<file path="src/bdsp_pkg.sv">
// Shared constants of the bridge driver serial port
// Behaviour
// - Shift input on serial clock rise, strobe low
// - Strobe high: ignore clock, release output
// - Strobe rise after 16 edges commits word
// - Wrong edge count: discard, flag serial error
// - Serial error holds until valid write
// - Top four frame bits select register
// - Write bit set stores ten data bits
// - Write bit clear reads, changes only read-only registers
// - Frame bit zero makes ones count odd
// - Output msb first, fault flag first
// - Write to read-only returns, clears status
// - Read of read-only register clears it
// - Status top five bits lead every response
// - Mask bit fully disables its diagnostic
// - Read clears diagnostic and result registers
// - Timing register: verify time, dead time
// - Monitor A: overcurrent, low-side thresholds
// - Monitor B: qualifiers, disconnect, high-side
// - Monitor C: open-load threshold, verify time
// - Monitor D: enables, selects, phase ratio
// - Sense amp: open-load disable, offset, gain
// - Control: gates, bootstrap, short action, pin
// - Write responses carry low status, parity
package bdsp_pkg;
   localparam int unsigned FRAME_W = 16;
   localparam int unsigned DATA_W  = 10;
   localparam int unsigned STAT_W  = 15;
   localparam int unsigned NREG    = 16;
   localparam logic [4:0]  CNT_HEAD = 5'h04;
   localparam logic [4:0]  CNT_FULL = 5'h10;
   localparam logic [4:0]  CNT_OVER = 5'h11;
   // Register addresses
   localparam logic [3:0] A_TIMING = 4'h0;
   localparam logic [3:0] A_MON_A  = 4'h1;
   localparam logic [3:0] A_MON_B  = 4'h2;
   localparam logic [3:0] A_MON_C  = 4'h3;
   localparam logic [3:0] A_MON_D  = 4'h4;
   localparam logic [3:0] A_SENSE  = 4'h5;
   localparam logic [3:0] A_VCMD_A = 4'h6;
   localparam logic [3:0] A_VCMD_B = 4'h7;
   localparam logic [3:0] A_VRES_A = 4'h8;
   localparam logic [3:0] A_VRES_B = 4'h9;
   localparam logic [3:0] A_MASK_A = 4'ha;
   localparam logic [3:0] A_MASK_B = 4'hb;
   localparam logic [3:0] A_DIAG_A = 4'hc;
   localparam logic [3:0] A_DIAG_B = 4'hd;
   localparam logic [3:0] A_DIAG_C = 4'he;
   localparam logic [3:0] A_CTRL   = 4'hf;
   // Reset values
   localparam logic [9:0] RST_TIMING = 10'h3e0;
   localparam logic [9:0] RST_MON_A  = 10'h258;
   localparam logic [9:0] RST_MON_B  = 10'h018;
   localparam logic [9:0] RST_MON_C  = 10'h210;
   localparam logic [9:0] RST_MON_D  = 10'h060;
   localparam logic [9:0] RST_SENSE  = 10'h0f5;
   localparam logic [9:0] RST_CTRL   = 10'h040;
   localparam logic [9:0] RST_ZERO   = 10'h000;
   // Field lsb positions inside the ten data bits
   localparam int unsigned F_OC_VERIFY_TIME = 6;
   localparam int unsigned F_DEAD_TIME      = 0;
   localparam int unsigned F_OC_THRESHOLD   = 6;
   localparam int unsigned F_LS_DRAIN_THR   = 0;
   localparam int unsigned F_OC_QUAL_MODE   = 9;
   localparam int unsigned F_DRAIN_QUAL     = 8;
   localparam int unsigned F_SUPPLY_DISC    = 6;
   localparam int unsigned F_HS_DRAIN_THR   = 0;
   localparam int unsigned F_OPEN_LOAD_THR  = 6;
   localparam int unsigned F_DRAIN_VERIFY   = 0;
   localparam int unsigned F_ON_OPEN_LOAD   = 9;
   localparam int unsigned F_WATCHDOG_ON    = 8;
   localparam int unsigned F_OL_TEST_CUR    = 7;
   localparam int unsigned F_REG_VOLT_SEL   = 6;
   localparam int unsigned F_PHASE_THR      = 0;
   localparam int unsigned F_OFF_OL_DIS     = 8;
   localparam int unsigned F_SA_OFFSET      = 4;
   localparam int unsigned F_SA_GAIN        = 0;
   localparam int unsigned F_DIAG_PIN_SEL   = 8;
   localparam int unsigned F_BOOT_MGMT_DIS  = 7;
   localparam int unsigned F_SHORT_ACTION   = 6;
   localparam int unsigned F_GATE_B_HIGH    = 3;
   localparam int unsigned F_GATE_B_LOW     = 2;
   localparam int unsigned F_GATE_A_HIGH    = 1;
   localparam int unsigned F_GATE_A_LOW     = 0;
   // Mask bits that gate status monitors and the third fault report
   localparam int unsigned M_A_BOOT  = 7;
   localparam int unsigned M_A_TWARN = 6;
   localparam int unsigned M_B_VBB   = 7;
   localparam int unsigned M_B_LOGIC = 6;

   function automatic logic is_read_only(input logic [3:0] a);
      is_read_only = (a == A_VRES_A) || (a == A_VRES_B) ||
                     (a == A_DIAG_A) || (a == A_DIAG_B) ||
                     (a == A_DIAG_C);
   endfunction

   function automatic logic [9:0] reg_reset(input logic [3:0] a);
      case (a)
         A_TIMING: reg_reset = RST_TIMING;
         A_MON_A:  reg_reset = RST_MON_A;
         A_MON_B:  reg_reset = RST_MON_B;
         A_MON_C:  reg_reset = RST_MON_C;
         A_MON_D:  reg_reset = RST_MON_D;
         A_SENSE:  reg_reset = RST_SENSE;
         A_CTRL:   reg_reset = RST_CTRL;
         default:  reg_reset = RST_ZERO;
      endcase
   endfunction

   function automatic logic odd_parity(input logic [14:0] v);
      odd_parity = ~^v;
   endfunction
endpackage

</file>
<file path="src/bdsp_port.sv">
// Serial control port and register file of the bridge driver
`timescale 1ns/1ps
`default_nettype none
module bdsp_port (
   input  wire logic        clk_i,
   input  wire logic        reset_i,
   input  wire logic        sck_i,
   input  wire logic        sdi_i,
   input  wire logic        select_strobe_n_i,
   output logic             sdo_o,
   output logic             sdo_oe_o,
   input  wire logic [9:0]  fault_a_set_i,
   input  wire logic [9:0]  fault_b_set_i,
   input  wire logic [9:0]  fault_c_set_i,
   input  wire logic [9:0]  verify_a_set_i,
   input  wire logic [9:0]  verify_b_set_i,
   input  wire logic [3:0]  monitor_live_i,
   input  wire logic        commit_ready_i,
   output logic             commit_valid_o,
   output logic [3:0]       commit_addr_o,
   output logic [9:0]       bridge_timing_cfg_o,
   output logic [9:0]       monitor_cfg_a_o,
   output logic [9:0]       monitor_cfg_b_o,
   output logic [9:0]       monitor_cfg_c_o,
   output logic [9:0]       monitor_cfg_d_o,
   output logic [9:0]       sense_amp_cfg_o,
   output logic [9:0]       verify_command_a_o,
   output logic [9:0]       verify_command_b_o,
   output logic [9:0]       monitor_disable_a_o,
   output logic [9:0]       monitor_disable_b_o,
   output logic [9:0]       bridge_control_o,
   output logic [14:0]      summary_status_o
);
   typedef enum logic [0:0] {
      ST_IDLE  = 1'b0,
      ST_FRAME = 1'b1
   } bdsp_state_t;

   // Pin synchronisers; bit 0 is the first stage
   logic [1:0]   sck_sync_q;
   logic [1:0]   sdi_sync_q;
   logic [1:0]   stb_sync_q;
   logic         sck_prev_q;
   logic         stb_prev_q;
   wire logic    sck_s;
   wire logic    sdi_s;
   wire logic    stb_s;

   bdsp_state_t  state_q;
   bdsp_state_t  state_d;
   logic [4:0]   cnt_q;
   logic [15:0]  shift_q;
   logic [15:0]  resp_q;
   logic [4:0]   head_q;
   logic         sdo_q;
   logic         oe_q;

   logic [9:0]   regs_q [bdsp_pkg::NREG];
   logic [9:0]   regs_d [bdsp_pkg::NREG];
   logic [3:0]   lat_q;
   logic         por_q;
   logic         serr_q;
   logic [14:0]  stat_q;
   logic         cval_q;
   logic [3:0]   caddr_q;

   // Edge and frame decode
   wire logic    sck_rise;
   wire logic    sck_fall;
   wire logic    stb_fall;
   wire logic    stb_rise;
   wire logic    in_frame;
   wire logic    rise_ev;
   wire logic    fall_ev;
   wire logic    head_fill;
   wire logic    end_ev;
   wire logic    good_frame;
   wire logic    push_valid;
   wire logic    serr_set;
   wire logic [4:0]  cnt_d;
   wire logic [3:0]  h_addr;
   wire logic        h_wr;
   wire logic [9:0]  low10;
   wire logic        par;

   // Commit decode
   wire logic        buf_in_ready;
   wire logic        buf_out_valid;
   wire logic [15:0] buf_word;
   wire logic        pop;
   wire logic [3:0]  c_addr;
   wire logic        c_wr;
   wire logic [9:0]  c_data;
   wire logic        c_ro;
   wire logic        wr_reg;
   wire logic        stat_clr;
   wire logic        rd_clr;

   // Monitor gating and status
   wire logic [9:0]  m_a;
   wire logic [9:0]  m_b;
   wire logic [9:0]  set_a;
   wire logic [9:0]  set_b;
   wire logic [9:0]  set_c;
   wire logic [3:0]  live_m;
   wire logic [3:0]  lat_d;
   wire logic [13:0] stat_rest;
   wire logic [14:0] stat_d;

   assign sck_s    = sck_sync_q[1];
   assign sdi_s    = sdi_sync_q[1];
   assign stb_s    = stb_sync_q[1];
   assign sck_rise = sck_s & ~sck_prev_q;
   assign sck_fall = ~sck_s & sck_prev_q;
   assign stb_fall = ~stb_s & stb_prev_q;
   assign stb_rise = stb_s & ~stb_prev_q;
   assign in_frame = state_q == ST_FRAME;
   // Clock edges only count inside a frame with the strobe low
   assign rise_ev  = sck_rise & in_frame & ~stb_s;
   assign fall_ev  = sck_fall & in_frame & ~stb_s;
   assign cnt_d    = (cnt_q == bdsp_pkg::CNT_OVER) ? cnt_q
                   : cnt_q + 5'h01;
   assign head_fill = rise_ev & (cnt_q == bdsp_pkg::CNT_HEAD);
   // Address is complete once the write bit arrives
   assign h_addr   = shift_q[3:0];
   assign h_wr     = sdi_s;
   // Writes answer with status, reads with the register
   assign low10    = h_wr ? stat_q[9:0] : regs_q[h_addr];
   assign par      = bdsp_pkg::odd_parity({head_q, low10});
   assign end_ev   = stb_rise & in_frame;
   assign good_frame = cnt_q == bdsp_pkg::CNT_FULL;
   assign push_valid = end_ev & good_frame;
   // A full buffer refuses the word like a broken frame
   assign serr_set = end_ev & (~good_frame | ~buf_in_ready);

   always_comb begin
      case (state_q)
         ST_IDLE:  state_d = stb_fall ? ST_FRAME : ST_IDLE;
         ST_FRAME: state_d = stb_rise ? ST_IDLE : ST_FRAME;
         default:  state_d = ST_IDLE;
      endcase
   end

   always_ff @(posedge clk_i or posedge reset_i) begin
      if (reset_i) begin
         // Serial clock idles low, so no false edge follows reset
         sck_sync_q <= 2'h0;
         sdi_sync_q <= 2'h0;
         stb_sync_q <= 2'h3;
         sck_prev_q <= 1'b0;
         stb_prev_q <= 1'b1;
      end else begin
         sck_sync_q <= {sck_sync_q[0], sck_i};
         sdi_sync_q <= {sdi_sync_q[0], sdi_i};
         stb_sync_q <= {stb_sync_q[0], select_strobe_n_i};
         sck_prev_q <= sck_s;
         stb_prev_q <= stb_s;
      end
   end

   always_ff @(posedge clk_i or posedge reset_i) begin
      if (reset_i) begin
         state_q <= ST_IDLE;
         cnt_q   <= 5'h00;
         shift_q <= 16'h0000;
      end else begin
         state_q <= state_d;
         if (stb_fall) begin
            cnt_q <= 5'h00;
         end else if (rise_ev) begin
            cnt_q   <= cnt_d;
            shift_q <= {shift_q[14:0], sdi_s};
         end
      end
   end

   // Response path: head from status at strobe fall, tail after bit 11
   always_ff @(posedge clk_i or posedge reset_i) begin
      if (reset_i) begin
         resp_q <= 16'h0000;
         head_q <= 5'h00;
         sdo_q  <= 1'b0;
         oe_q   <= 1'b0;
      end else if (stb_fall) begin
         resp_q <= {stat_q[14:10], 11'h000};
         head_q <= stat_q[14:10];
         sdo_q  <= stat_q[14];
         oe_q   <= 1'b1;
      end else if (stb_rise) begin
         sdo_q  <= 1'b0;
         oe_q   <= 1'b0;
      end else if (head_fill) begin
         resp_q <= {resp_q[15], low10, par, 4'h0};
      end else if (fall_ev) begin
         resp_q <= {resp_q[14:0], 1'b0};
         sdo_q  <= resp_q[14];
      end
   end

   bdsp_buf #(
      .WIDTH (bdsp_pkg::FRAME_W),
      .DEPTH (2)
   ) u_buf (
      .clk_i       (clk_i),
      .reset_i     (reset_i),
      .in_valid_i  (push_valid),
      .in_ready_o  (buf_in_ready),
      .in_data_i   (shift_q),
      .out_valid_o (buf_out_valid),
      .out_ready_i (commit_ready_i),
      .out_data_o  (buf_word)
   );

   assign pop      = buf_out_valid & commit_ready_i;
   assign c_addr   = buf_word[15:12];
   assign c_wr     = buf_word[11];
   assign c_data   = buf_word[10:1];
   assign c_ro     = bdsp_pkg::is_read_only(c_addr);
   assign wr_reg   = pop & c_wr & ~c_ro;
   assign stat_clr = pop & c_wr;
   assign rd_clr   = pop & ~c_wr & c_ro;

   assign m_a    = regs_q[bdsp_pkg::A_MASK_A];
   assign m_b    = regs_q[bdsp_pkg::A_MASK_B];
   assign set_a  = fault_a_set_i & ~m_a;
   assign set_b  = fault_b_set_i & ~m_b;
   assign set_c  = fault_c_set_i & ~{m_b[bdsp_pkg::M_B_VBB],
                   m_b[bdsp_pkg::M_B_VBB], 1'b0,
                   m_a[bdsp_pkg::M_A_BOOT],
                   m_a[bdsp_pkg::M_A_BOOT], 5'h00};
   assign live_m = monitor_live_i & ~{1'b0, m_a[bdsp_pkg::M_A_TWARN],
                   m_b[bdsp_pkg::M_B_LOGIC], 1'b0};

   // Sticky sets win over the clear of the same cycle
   always_comb begin
      for (int i = 0; i < bdsp_pkg::NREG; i++) begin
         if (wr_reg && c_addr == 4'(i)) begin
            regs_d[i] = c_data;
         end else if (rd_clr && c_addr == 4'(i)) begin
            regs_d[i] = 10'h000;
         end else begin
            regs_d[i] = regs_q[i];
         end
      end
      regs_d[bdsp_pkg::A_VRES_A] = regs_d[bdsp_pkg::A_VRES_A]
                                 | verify_a_set_i;
      regs_d[bdsp_pkg::A_VRES_B] = regs_d[bdsp_pkg::A_VRES_B]
                                 | verify_b_set_i;
      regs_d[bdsp_pkg::A_DIAG_A] = regs_d[bdsp_pkg::A_DIAG_A] | set_a;
      regs_d[bdsp_pkg::A_DIAG_B] = regs_d[bdsp_pkg::A_DIAG_B] | set_b;
      regs_d[bdsp_pkg::A_DIAG_C] = regs_d[bdsp_pkg::A_DIAG_C] | set_c;
   end

   // Latched monitors drop on a status clear only when no longer live
   assign lat_d = (lat_q & ~{4{stat_clr}}) | live_m;
   assign stat_rest = {por_q, serr_q, 1'b0, lat_q[3], lat_q[2],
      |regs_q[bdsp_pkg::A_DIAG_C][9:8], lat_q[1], lat_q[0],
      |regs_q[bdsp_pkg::A_DIAG_B][9:8],
      |regs_q[bdsp_pkg::A_DIAG_A][9:8],
      |regs_q[bdsp_pkg::A_DIAG_C][2:0],
      |regs_q[bdsp_pkg::A_DIAG_C][6:5],
      |regs_q[bdsp_pkg::A_DIAG_A][3:0],
      |regs_q[bdsp_pkg::A_DIAG_B][3:0]};
   assign stat_d = {|stat_rest, stat_rest};

   always_ff @(posedge clk_i or posedge reset_i) begin
      if (reset_i) begin
         for (int i = 0; i < bdsp_pkg::NREG; i++) begin
            regs_q[i] <= bdsp_pkg::reg_reset(4'(i));
         end
      end else begin
         for (int i = 0; i < bdsp_pkg::NREG; i++) begin
            regs_q[i] <= regs_d[i];
         end
      end
   end

   always_ff @(posedge clk_i or posedge reset_i) begin
      if (reset_i) begin
         lat_q   <= 4'h0;
         por_q   <= 1'b1;
         serr_q  <= 1'b0;
         stat_q  <= 15'h6000;
         cval_q  <= 1'b0;
         caddr_q <= 4'h0;
      end else begin
         lat_q   <= lat_d;
         por_q   <= por_q & ~stat_clr;
         serr_q  <= (serr_q & ~stat_clr) | serr_set;
         stat_q  <= stat_d;
         cval_q  <= pop;
         caddr_q <= pop ? c_addr : caddr_q;
      end
   end

   assign sdo_o               = sdo_q;
   assign sdo_oe_o            = oe_q;
   assign commit_valid_o      = cval_q;
   assign commit_addr_o       = caddr_q;
   assign bridge_timing_cfg_o = regs_q[bdsp_pkg::A_TIMING];
   assign monitor_cfg_a_o     = regs_q[bdsp_pkg::A_MON_A];
   assign monitor_cfg_b_o     = regs_q[bdsp_pkg::A_MON_B];
   assign monitor_cfg_c_o     = regs_q[bdsp_pkg::A_MON_C];
   assign monitor_cfg_d_o     = regs_q[bdsp_pkg::A_MON_D];
   assign sense_amp_cfg_o     = regs_q[bdsp_pkg::A_SENSE];
   assign verify_command_a_o  = regs_q[bdsp_pkg::A_VCMD_A];
   assign verify_command_b_o  = regs_q[bdsp_pkg::A_VCMD_B];
   assign monitor_disable_a_o = regs_q[bdsp_pkg::A_MASK_A];
   assign monitor_disable_b_o = regs_q[bdsp_pkg::A_MASK_B];
   assign bridge_control_o    = regs_q[bdsp_pkg::A_CTRL];
   assign summary_status_o    = stat_q;
endmodule
`default_nettype wire

</file>
<file path="src/bdsp_buf.sv">
// Two-entry valid/ready buffer for committed frames
`timescale 1ns/1ps
`default_nettype none
module bdsp_buf #(
   parameter int unsigned WIDTH = 16,
   parameter int unsigned DEPTH = 2
) (
   input  wire logic             clk_i,
   input  wire logic             reset_i,
   input  wire logic             in_valid_i,
   output logic                  in_ready_o,
   input  wire logic [WIDTH-1:0] in_data_i,
   output logic                  out_valid_o,
   input  wire logic             out_ready_i,
   output logic      [WIDTH-1:0] out_data_o
);
   localparam int unsigned PW = (DEPTH > 1) ? $clog2(DEPTH) : 1;

   logic [WIDTH-1:0] mem_q [DEPTH];
   logic [PW-1:0]    wr_q;
   logic [PW-1:0]    rd_q;
   logic [PW:0]      cnt_q;
   wire logic        push;
   wire logic        pop;

   function automatic logic [PW-1:0] nxt(input logic [PW-1:0] p);
      nxt = (p == PW'(DEPTH - 1)) ? '0 : p + 1'b1;
   endfunction

   assign push        = in_valid_i & in_ready_o;
   assign pop         = out_valid_o & out_ready_i;
   assign in_ready_o  = cnt_q != (PW + 1)'(DEPTH);
   assign out_valid_o = cnt_q != '0;
   assign out_data_o  = mem_q[rd_q];

   always_ff @(posedge clk_i or posedge reset_i) begin
      if (reset_i) begin
         wr_q  <= '0;
         rd_q  <= '0;
         cnt_q <= '0;
      end else begin
         if (push) begin
            wr_q <= nxt(wr_q);
         end
         if (pop) begin
            rd_q <= nxt(rd_q);
         end
         cnt_q <= cnt_q + (PW + 1)'(push) - (PW + 1)'(pop);
      end
   end

   // Data storage needs no reset; valid comes from the count only
   always_ff @(posedge clk_i) begin
      if (push) begin
         mem_q[wr_q] <= in_data_i;
      end
   end
endmodule
`default_nettype wire

</file>
<file path="config.mk">
export PLATFORM = sky130hd
export DESIGN_NAME = bdsp_port
export DESIGN_NICKNAME = d
export VERILOG_FILES = /design/src/bdsp_pkg.sv /design/src/bdsp_port.sv /design/src/bdsp_buf.sv
export SDC_FILE = /design/constraint.sdc
export NUM_CORES = 1
export LEC_CHECK = 0
export BUFFER_PORTS_ARGS = -buffer_cell sky130_fd_sc_hd__buf_4
export CORE_ASPECT_RATIO = 0.9
export CORE_MARGIN = 3
export CORE_UTILIZATION = 50
export DETAILED_ROUTE_END_ITERATION = 8
export GPL_TIMING_DRIVEN = 0
export HOLD_SLACK_MARGIN = 0.03
export PLACE_DENSITY = 0.76
export SLEW_MARGIN = 5
export SYNTH_ARGS = -nofsm -noshare
export SYNTH_HDL_FRONTEND = slang
export SYNTH_SLANG_ARGS = --single-unit
</file>
<file path="constraint.sdc">
create_clock -name clk_i -period 10.65 [get_ports clk_i]
set_input_delay 3.195 -clock clk_i [delete_from_list [all_inputs] [get_ports clk_i]]
set_output_delay 3.195 -clock clk_i [all_outputs]
set_load 0.02 [all_outputs]
</file>
# ---- Word level (Yosys, flattened, before mapping)
# Memories as Yosys holds them, arrays and structs flattened.
# Index checks and enable logic that the tools add are counted.
dict set report word_totals {
  output_inout_bits 132
  n_memories 1
  wordCells 238
  inputBits 60
  ram_bits 32
  ff_bits 240
}
# memory depth word_bits read_ports rd_clocked_by_memory_dff wr line_no
set mem_list {}
lappend mem_list {u_buf.mem_q 2 16 1 0 1 bdsp_buf.sv:19} ;# logic [WIDTH-1:0] mem_q [DEPTH];
dict set report classes {
  n_reduce_logical 66
  n_lt_le_gt_ge 1
  addsub 5
  bitwise_logic 50
  n_eq_ne 22
  n_mux 56
}
# op n
set op_table {}
lappend op_table {{$mux W10} 35}
lappend op_table {{$mux W15} 4}
lappend op_table {{$or A10 B10 Y10} 5}
lappend op_table {{$bmux W10 S4} 1}
lappend op_table {{$eq A4 B4 Y1 const B} 8}
lappend op_table {{$logic_and A1 B1 Y1} 32}
lappend op_table {{$and A10 B10 Y10} 3}
lappend op_table {{$not A10 Y10} 3}
lappend op_table {{$reduce_bool A2 Y1} 14}
lappend op_table {{$reduce_or A25 Y1} 1}
lappend op_table {{$and A1 B1 Y1} 20}
lappend op_table {{$eq A4 B3 Y1 const B} 4}
lappend op_table {{$mux W5} 3}
lappend op_table {{$reduce_xnor A15 Y1} 1}
lappend op_table {{$mux W1} 12}
lappend op_table {{$not A1 Y1} 11}
lappend op_table {{$eq A5 B5 Y1 const B} 2}
lappend op_table {{$and A4 B4 Y4} 2}
lappend op_table {{$eq A4 B2 Y1 const B} 2}
lappend op_table {{$reduce_and A2 Y1} 4}
lappend op_table {{$reduce_or A2 Y1} 4}
lappend op_table {{$reduce_or A4 Y1} 2}
lappend op_table {{$ne A2 B2 Y1 const B} 3}
lappend op_table {{$reduce_bool A3 Y1} 2}
lappend op_table {{17 further kinds} 22}

# ---- Longest topological paths before layout
# An unclocked memory read counts as a cell.
dict set report depth {
  depth_word 11
  ltp_mapped 11
  mapped_depth_nobuf 8
}

# ---- Cells and area by module
# A second synthesis with hierarchy kept.
dict set report hier_totals {
  cells_unflattened 937
  hier_area_um2 12467.0
}
# mod area_each_um2 cells_each n_inst seq_area_each_um2
set modules_own_cells {}
lappend modules_own_cells {bdsp_port 11086.9 864 1 5840.6}
lappend modules_own_cells {bdsp_buf 1380.1 73 1 1061.0}

# ---- Least setup slack after synthesis
# OpenSTA, ideal clock, no wires.
dict set report synth_timing {
  path_kind {input to register}
  startpoint {input port commit_ready_i}
  endpoint {register u_buf.cnt_q[1]}
  path_buffers 1
  required_ps 10527
  slack_ps 6020
  path_stages 8
  arrival_ps 4508
  cell_sequence {o21ai_1 -> clkbuf_1 -> inv_1 -> ha_1 -> inv_1 -> ha_1 -> xnor2_1 -> xnor2_1}
}
dict set report synth_via {
  elab_chain_len 2
}
# element line_no
set synth_lines {}
lappend synth_lines {{start, declared} bdsp_port.sv:18} ;# input wire logic commit_ready_i,
lappend synth_lines {{$and A1 B1 Y1} n/a}
lappend synth_lines {{via pop} bdsp_port.sv:90} ;# wire logic pop;
lappend synth_lines {{$sub A2 B1 Y2} bdsp_buf.sv:48} ;# cnt_q <= cnt_q + (PW + 1)'(push) - (PW + 1)'(pop);
lappend synth_lines {{end signal, assigned} bdsp_buf.sv:48}
lappend synth_lines {{end, declared} bdsp_buf.sv:22} ;# logic [PW:0] cnt_q;
# The timed path passes the listed nets, and every way through them passes these cells.
# A chain may end at the register's enable or synchronous reset.

# ---- Worst setup path after layout
dict set report layout_timing {
  startpoint {register regs_q, in the netlist monitor_cfg_a_o[4]}
  endpoint {output port monitor_cfg_a_o[4]}
}
# element line_no
set layout_lines {}
lappend layout_lines {{start, declared} bdsp_port.sv:58} ;# logic [9:0] regs_q [bdsp_pkg::NREG];
lappend layout_lines {{start signal, assigned by index} bdsp_port.sv:269} ;# regs_q[i] <= bdsp_pkg::reg_reset(4'(i));
lappend layout_lines {{start signal, assigned by index} bdsp_port.sv:273} ;# regs_q[i] <= regs_d[i];
lappend layout_lines {{end, declared} bdsp_port.sv:22} ;# output logic [9:0] monitor_cfg_a_o,
# No word-level cell between the ends.

==> metrics.yaml <==
crit_end: "monitor_cfg_a_o[4]"
port_buffers: 190
numCtsBuffers: 28
finalMaxSlewViolations: 0
fin_crit_sh: 0.427
power.total_uw: 3340
grt_max_degree: 107
cts_tree: "done"
synth.distinct_cells: 58
die_x_microns: 173
syn_to_final_growth_pct: 22.8
synthCells: 946
gp_congestion: 0.904
post_cts_buffers: 0
r2r_end: "resp_q[4]$_DFFE_PP0P_"
asyncSetResetFlopFracSynth: 0.887
cts_buffer_depth: 3
max_freq_ghz: 0.220
hpwlAfterDp_microns: 24700
ys_warn_count: 0
avgSynthCellArea_sq_um: 13.2
cts_sinks: 266
drc: 0
vdd_ir_drop_max_mv: 0.144
hold_viol: 0
die_height_microns: 156
worstSetupStartpoint: "monitor_cfg_a_o[4]$_DFFE_PP1P_"
ant_nets: 0
cellLeakagePower_uw: 0.00706
synth-edff-count: 30
rrSetupSlack_ns: 7.45
ys_seq_elements: 266
nNetsFinal: 1236
rows: 54
hold_class: "reg -> reg"
start_util: 0.512
arrival_ns: 1.36
critPathCaptureType: "output port"
core_area_sq_mm: 0.0244
r2r-start: "shift_q[1]$_DFFE_PP0P_"
grt_usage: 0.250
synth_nets: 1013
clkTransAtPathRegs_ns: 0.07
die_area_sq_mm: 0.0269
clock_skew_ns: 0.00831
critPathLaunchType: "flip-flop"
finalSetupTns_ns: 0
vias: 8469
first_pass_iters: 5
ys_seq_area_frac: 0.548
antenna_found_initial: 0
grt_pass1_wl_microns: 51400
ios: 192
h-tree-depth: 1
postCtsResizedCells: 0
worstPathRequired_ns: 7.46
root_buffer: "clkbuf_16"
critPathMaxFanout: 3
worstMarginPinSlew_ns: 0.913
power_density_mw_per_mm2: 218
rsz0062_at_grt: "false"
fin_ws_ns: 6.10
dpl_worst_slack_ns: 5.58
fin_crit_ns: 4.55
diodes: 0
overflow: 0
drt-initial-drc-count: 697
outcome: "complete, no violations"
utilization: 0.629
routed_wl_microns: 34200
route.detailed.wl_per_inst_microns: 22.4
max-slew-margin-rel: 0.387
cap_violations: 0
drive_gt1_frac: 0.442
syn_area_sq_mm: 0.0125
viasPerCell: 5.55
ff2ff_path_depth: 11
setup_viol: 0
grt_pass1_vias: 8491
synthFlopType: "dfrtp_1"
clkLatencyLatePin_ns: 0.54
cts.hold.buffers_added: 0
path_class: "reg -> out"
## placed cells by master (no fill, tap or decap), types with 8 or more instances in the layout
master	count
inv_1	42
mux2_2	82
a21o_1	28
edfxtp_1	30
nor2b_1	8
mux2_1	59
xnor2_1	14
clkbuf_1	26
nor2_1	28
nand3_1	9
mux4_2	33
clkbuf_16	30
o21ai_0	40
mux2i_1	17
dfrtp_1	208
a21oi_1	14
buf_4	306
dfstp_2	28
nand2_1	53
## worst max-delay path: stages (launching register included)
cell and delay [ns]:
dfstp_2 0.55, buf_4 0.13, buf_4 0.13
## report_power, final
part | leakage [uW] | internal [uW] | switching, uW | total (uW)
sequential | 0.00300 | 1150 | 121 | 1280
clock | 0.000460 | 578 | 396 | 974
combinational | 0.00360 | 513 | 576 | 1090
total | 0.00706 | 2250 | 1090 | 3340
## worst min-delay path by stage
stage | startpoint | end | slack [ns] | depth (start not counted)
floorplan | sck_sync_q[0]$_DFF_PP0_ | sck_sync_q[1]$_DFF_PP0_ | 0.33 | 0
global placement | sck_sync_q[0]$_DFF_PP0_ | sck_sync_q[1]$_DFF_PP0_ | 0.33 | 0
detailed placement | sck_sync_q[0]$_DFF_PP0_ | sck_sync_q[1]$_DFF_PP0_ | 0.34 | 0
CTS | sdi_sync_q[0]$_DFF_PP0_ | sdi_sync_q[1]$_DFF_PP0_ | 0.35 | 0
global route | sdi_sync_q[0]$_DFF_PP0_ | sdi_sync_q[1]$_DFF_PP0_ | 0.35 | 0
finish | sdi_sync_q[0]$_DFF_PP0_ | sdi_sync_q[1]$_DFF_PP0_ | 0.35 | 0
## per-stage QoR
step           cells  instance area (sq um)  hold WS (ns)
5_1_grt         1526                  15300         0.346
2_1_floorplan    946                  12500         0.331
4_1_cts         1526                  15300         0.349
3_3_place_gp    1472                  14300         0.335
6_report        1526                  15300         0.346
3_5_place_dp    1475                  14400         0.337
## synthesized netlist by cell type (all sizes together), types with 6 or more instances
master  number  area, sq um
clkbuf      19         75.1
a21oi       17         96.4
dfrtp      208         5200
dfstp       28          736
o21ai       46          234
inv         43          161
nand3        9         45.0
nor2        35          149
o22ai        6         37.5
nand2b       6         37.5
buf        130          953
mux2i       17          170
mux4        40          927
nor2b        8         50.1
or4          7         52.6
a21o        28          210
ha           7         87.6
edfxtp      30          901
nand2       53          199
xnor2       14          123
mux2       141         1590
xor2         6         52.6
## layout make-up
class / instances / area (sq um)
Fill cell: 1849 / 9050
Sequential cell: 266 / 6840
Multi-Input combinational cell: 488 / 4460
Timing Repair Buffer: 193 / 1490
Buffer: 149 / 1030
Clock buffer: 44 / 863
Tap cell: 336 / 420
Inverter: 43 / 169
Clock inverter: 7 / 63.8
## registers in the layout (all words and copies together), names as in the netlist, 5 cells and up
name                 count
bridge_control_o        10
bridge_timing_cfg_o     10
cnt_q                    5
monitor_cfg_a_o         10
monitor_cfg_b_o         10
monitor_cfg_c_o         10
monitor_cfg_d_o         10
monitor_disable_a_o     10
monitor_disable_b_o     10
regs_q                  50
resp_q                  11
sense_amp_cfg_o         10
shift_q                 16
summary_status_o        14
u_buf.mem_q             30
verify_command_a_o      10
verify_command_b_o      10
## routing by layer
metal  wire, microns  global-route usage
met1           14700               0.359
met2           15500               0.386
met3            2930              0.0582
met4            1050              0.0768
met5               0                   0
## logic make-up after synthesis
| family | after synthesis | share of synthesized area |
|---|---|---|
| xor+xnor | 21 | 0.0158 |
| mux | 198 | 0.215 |
| buf+inv | 192 | 0.0953 |
| flops | 266 | 0.548 |
| fa+ha+maj | 7 | 0.00701 |
| other cells | 1 | 0.000300 |
| simple gates | 133 | 0.0516 |
| compound gates | 128 | 0.0673 |
No activity file was read; power rests on OpenSTA's default activity.
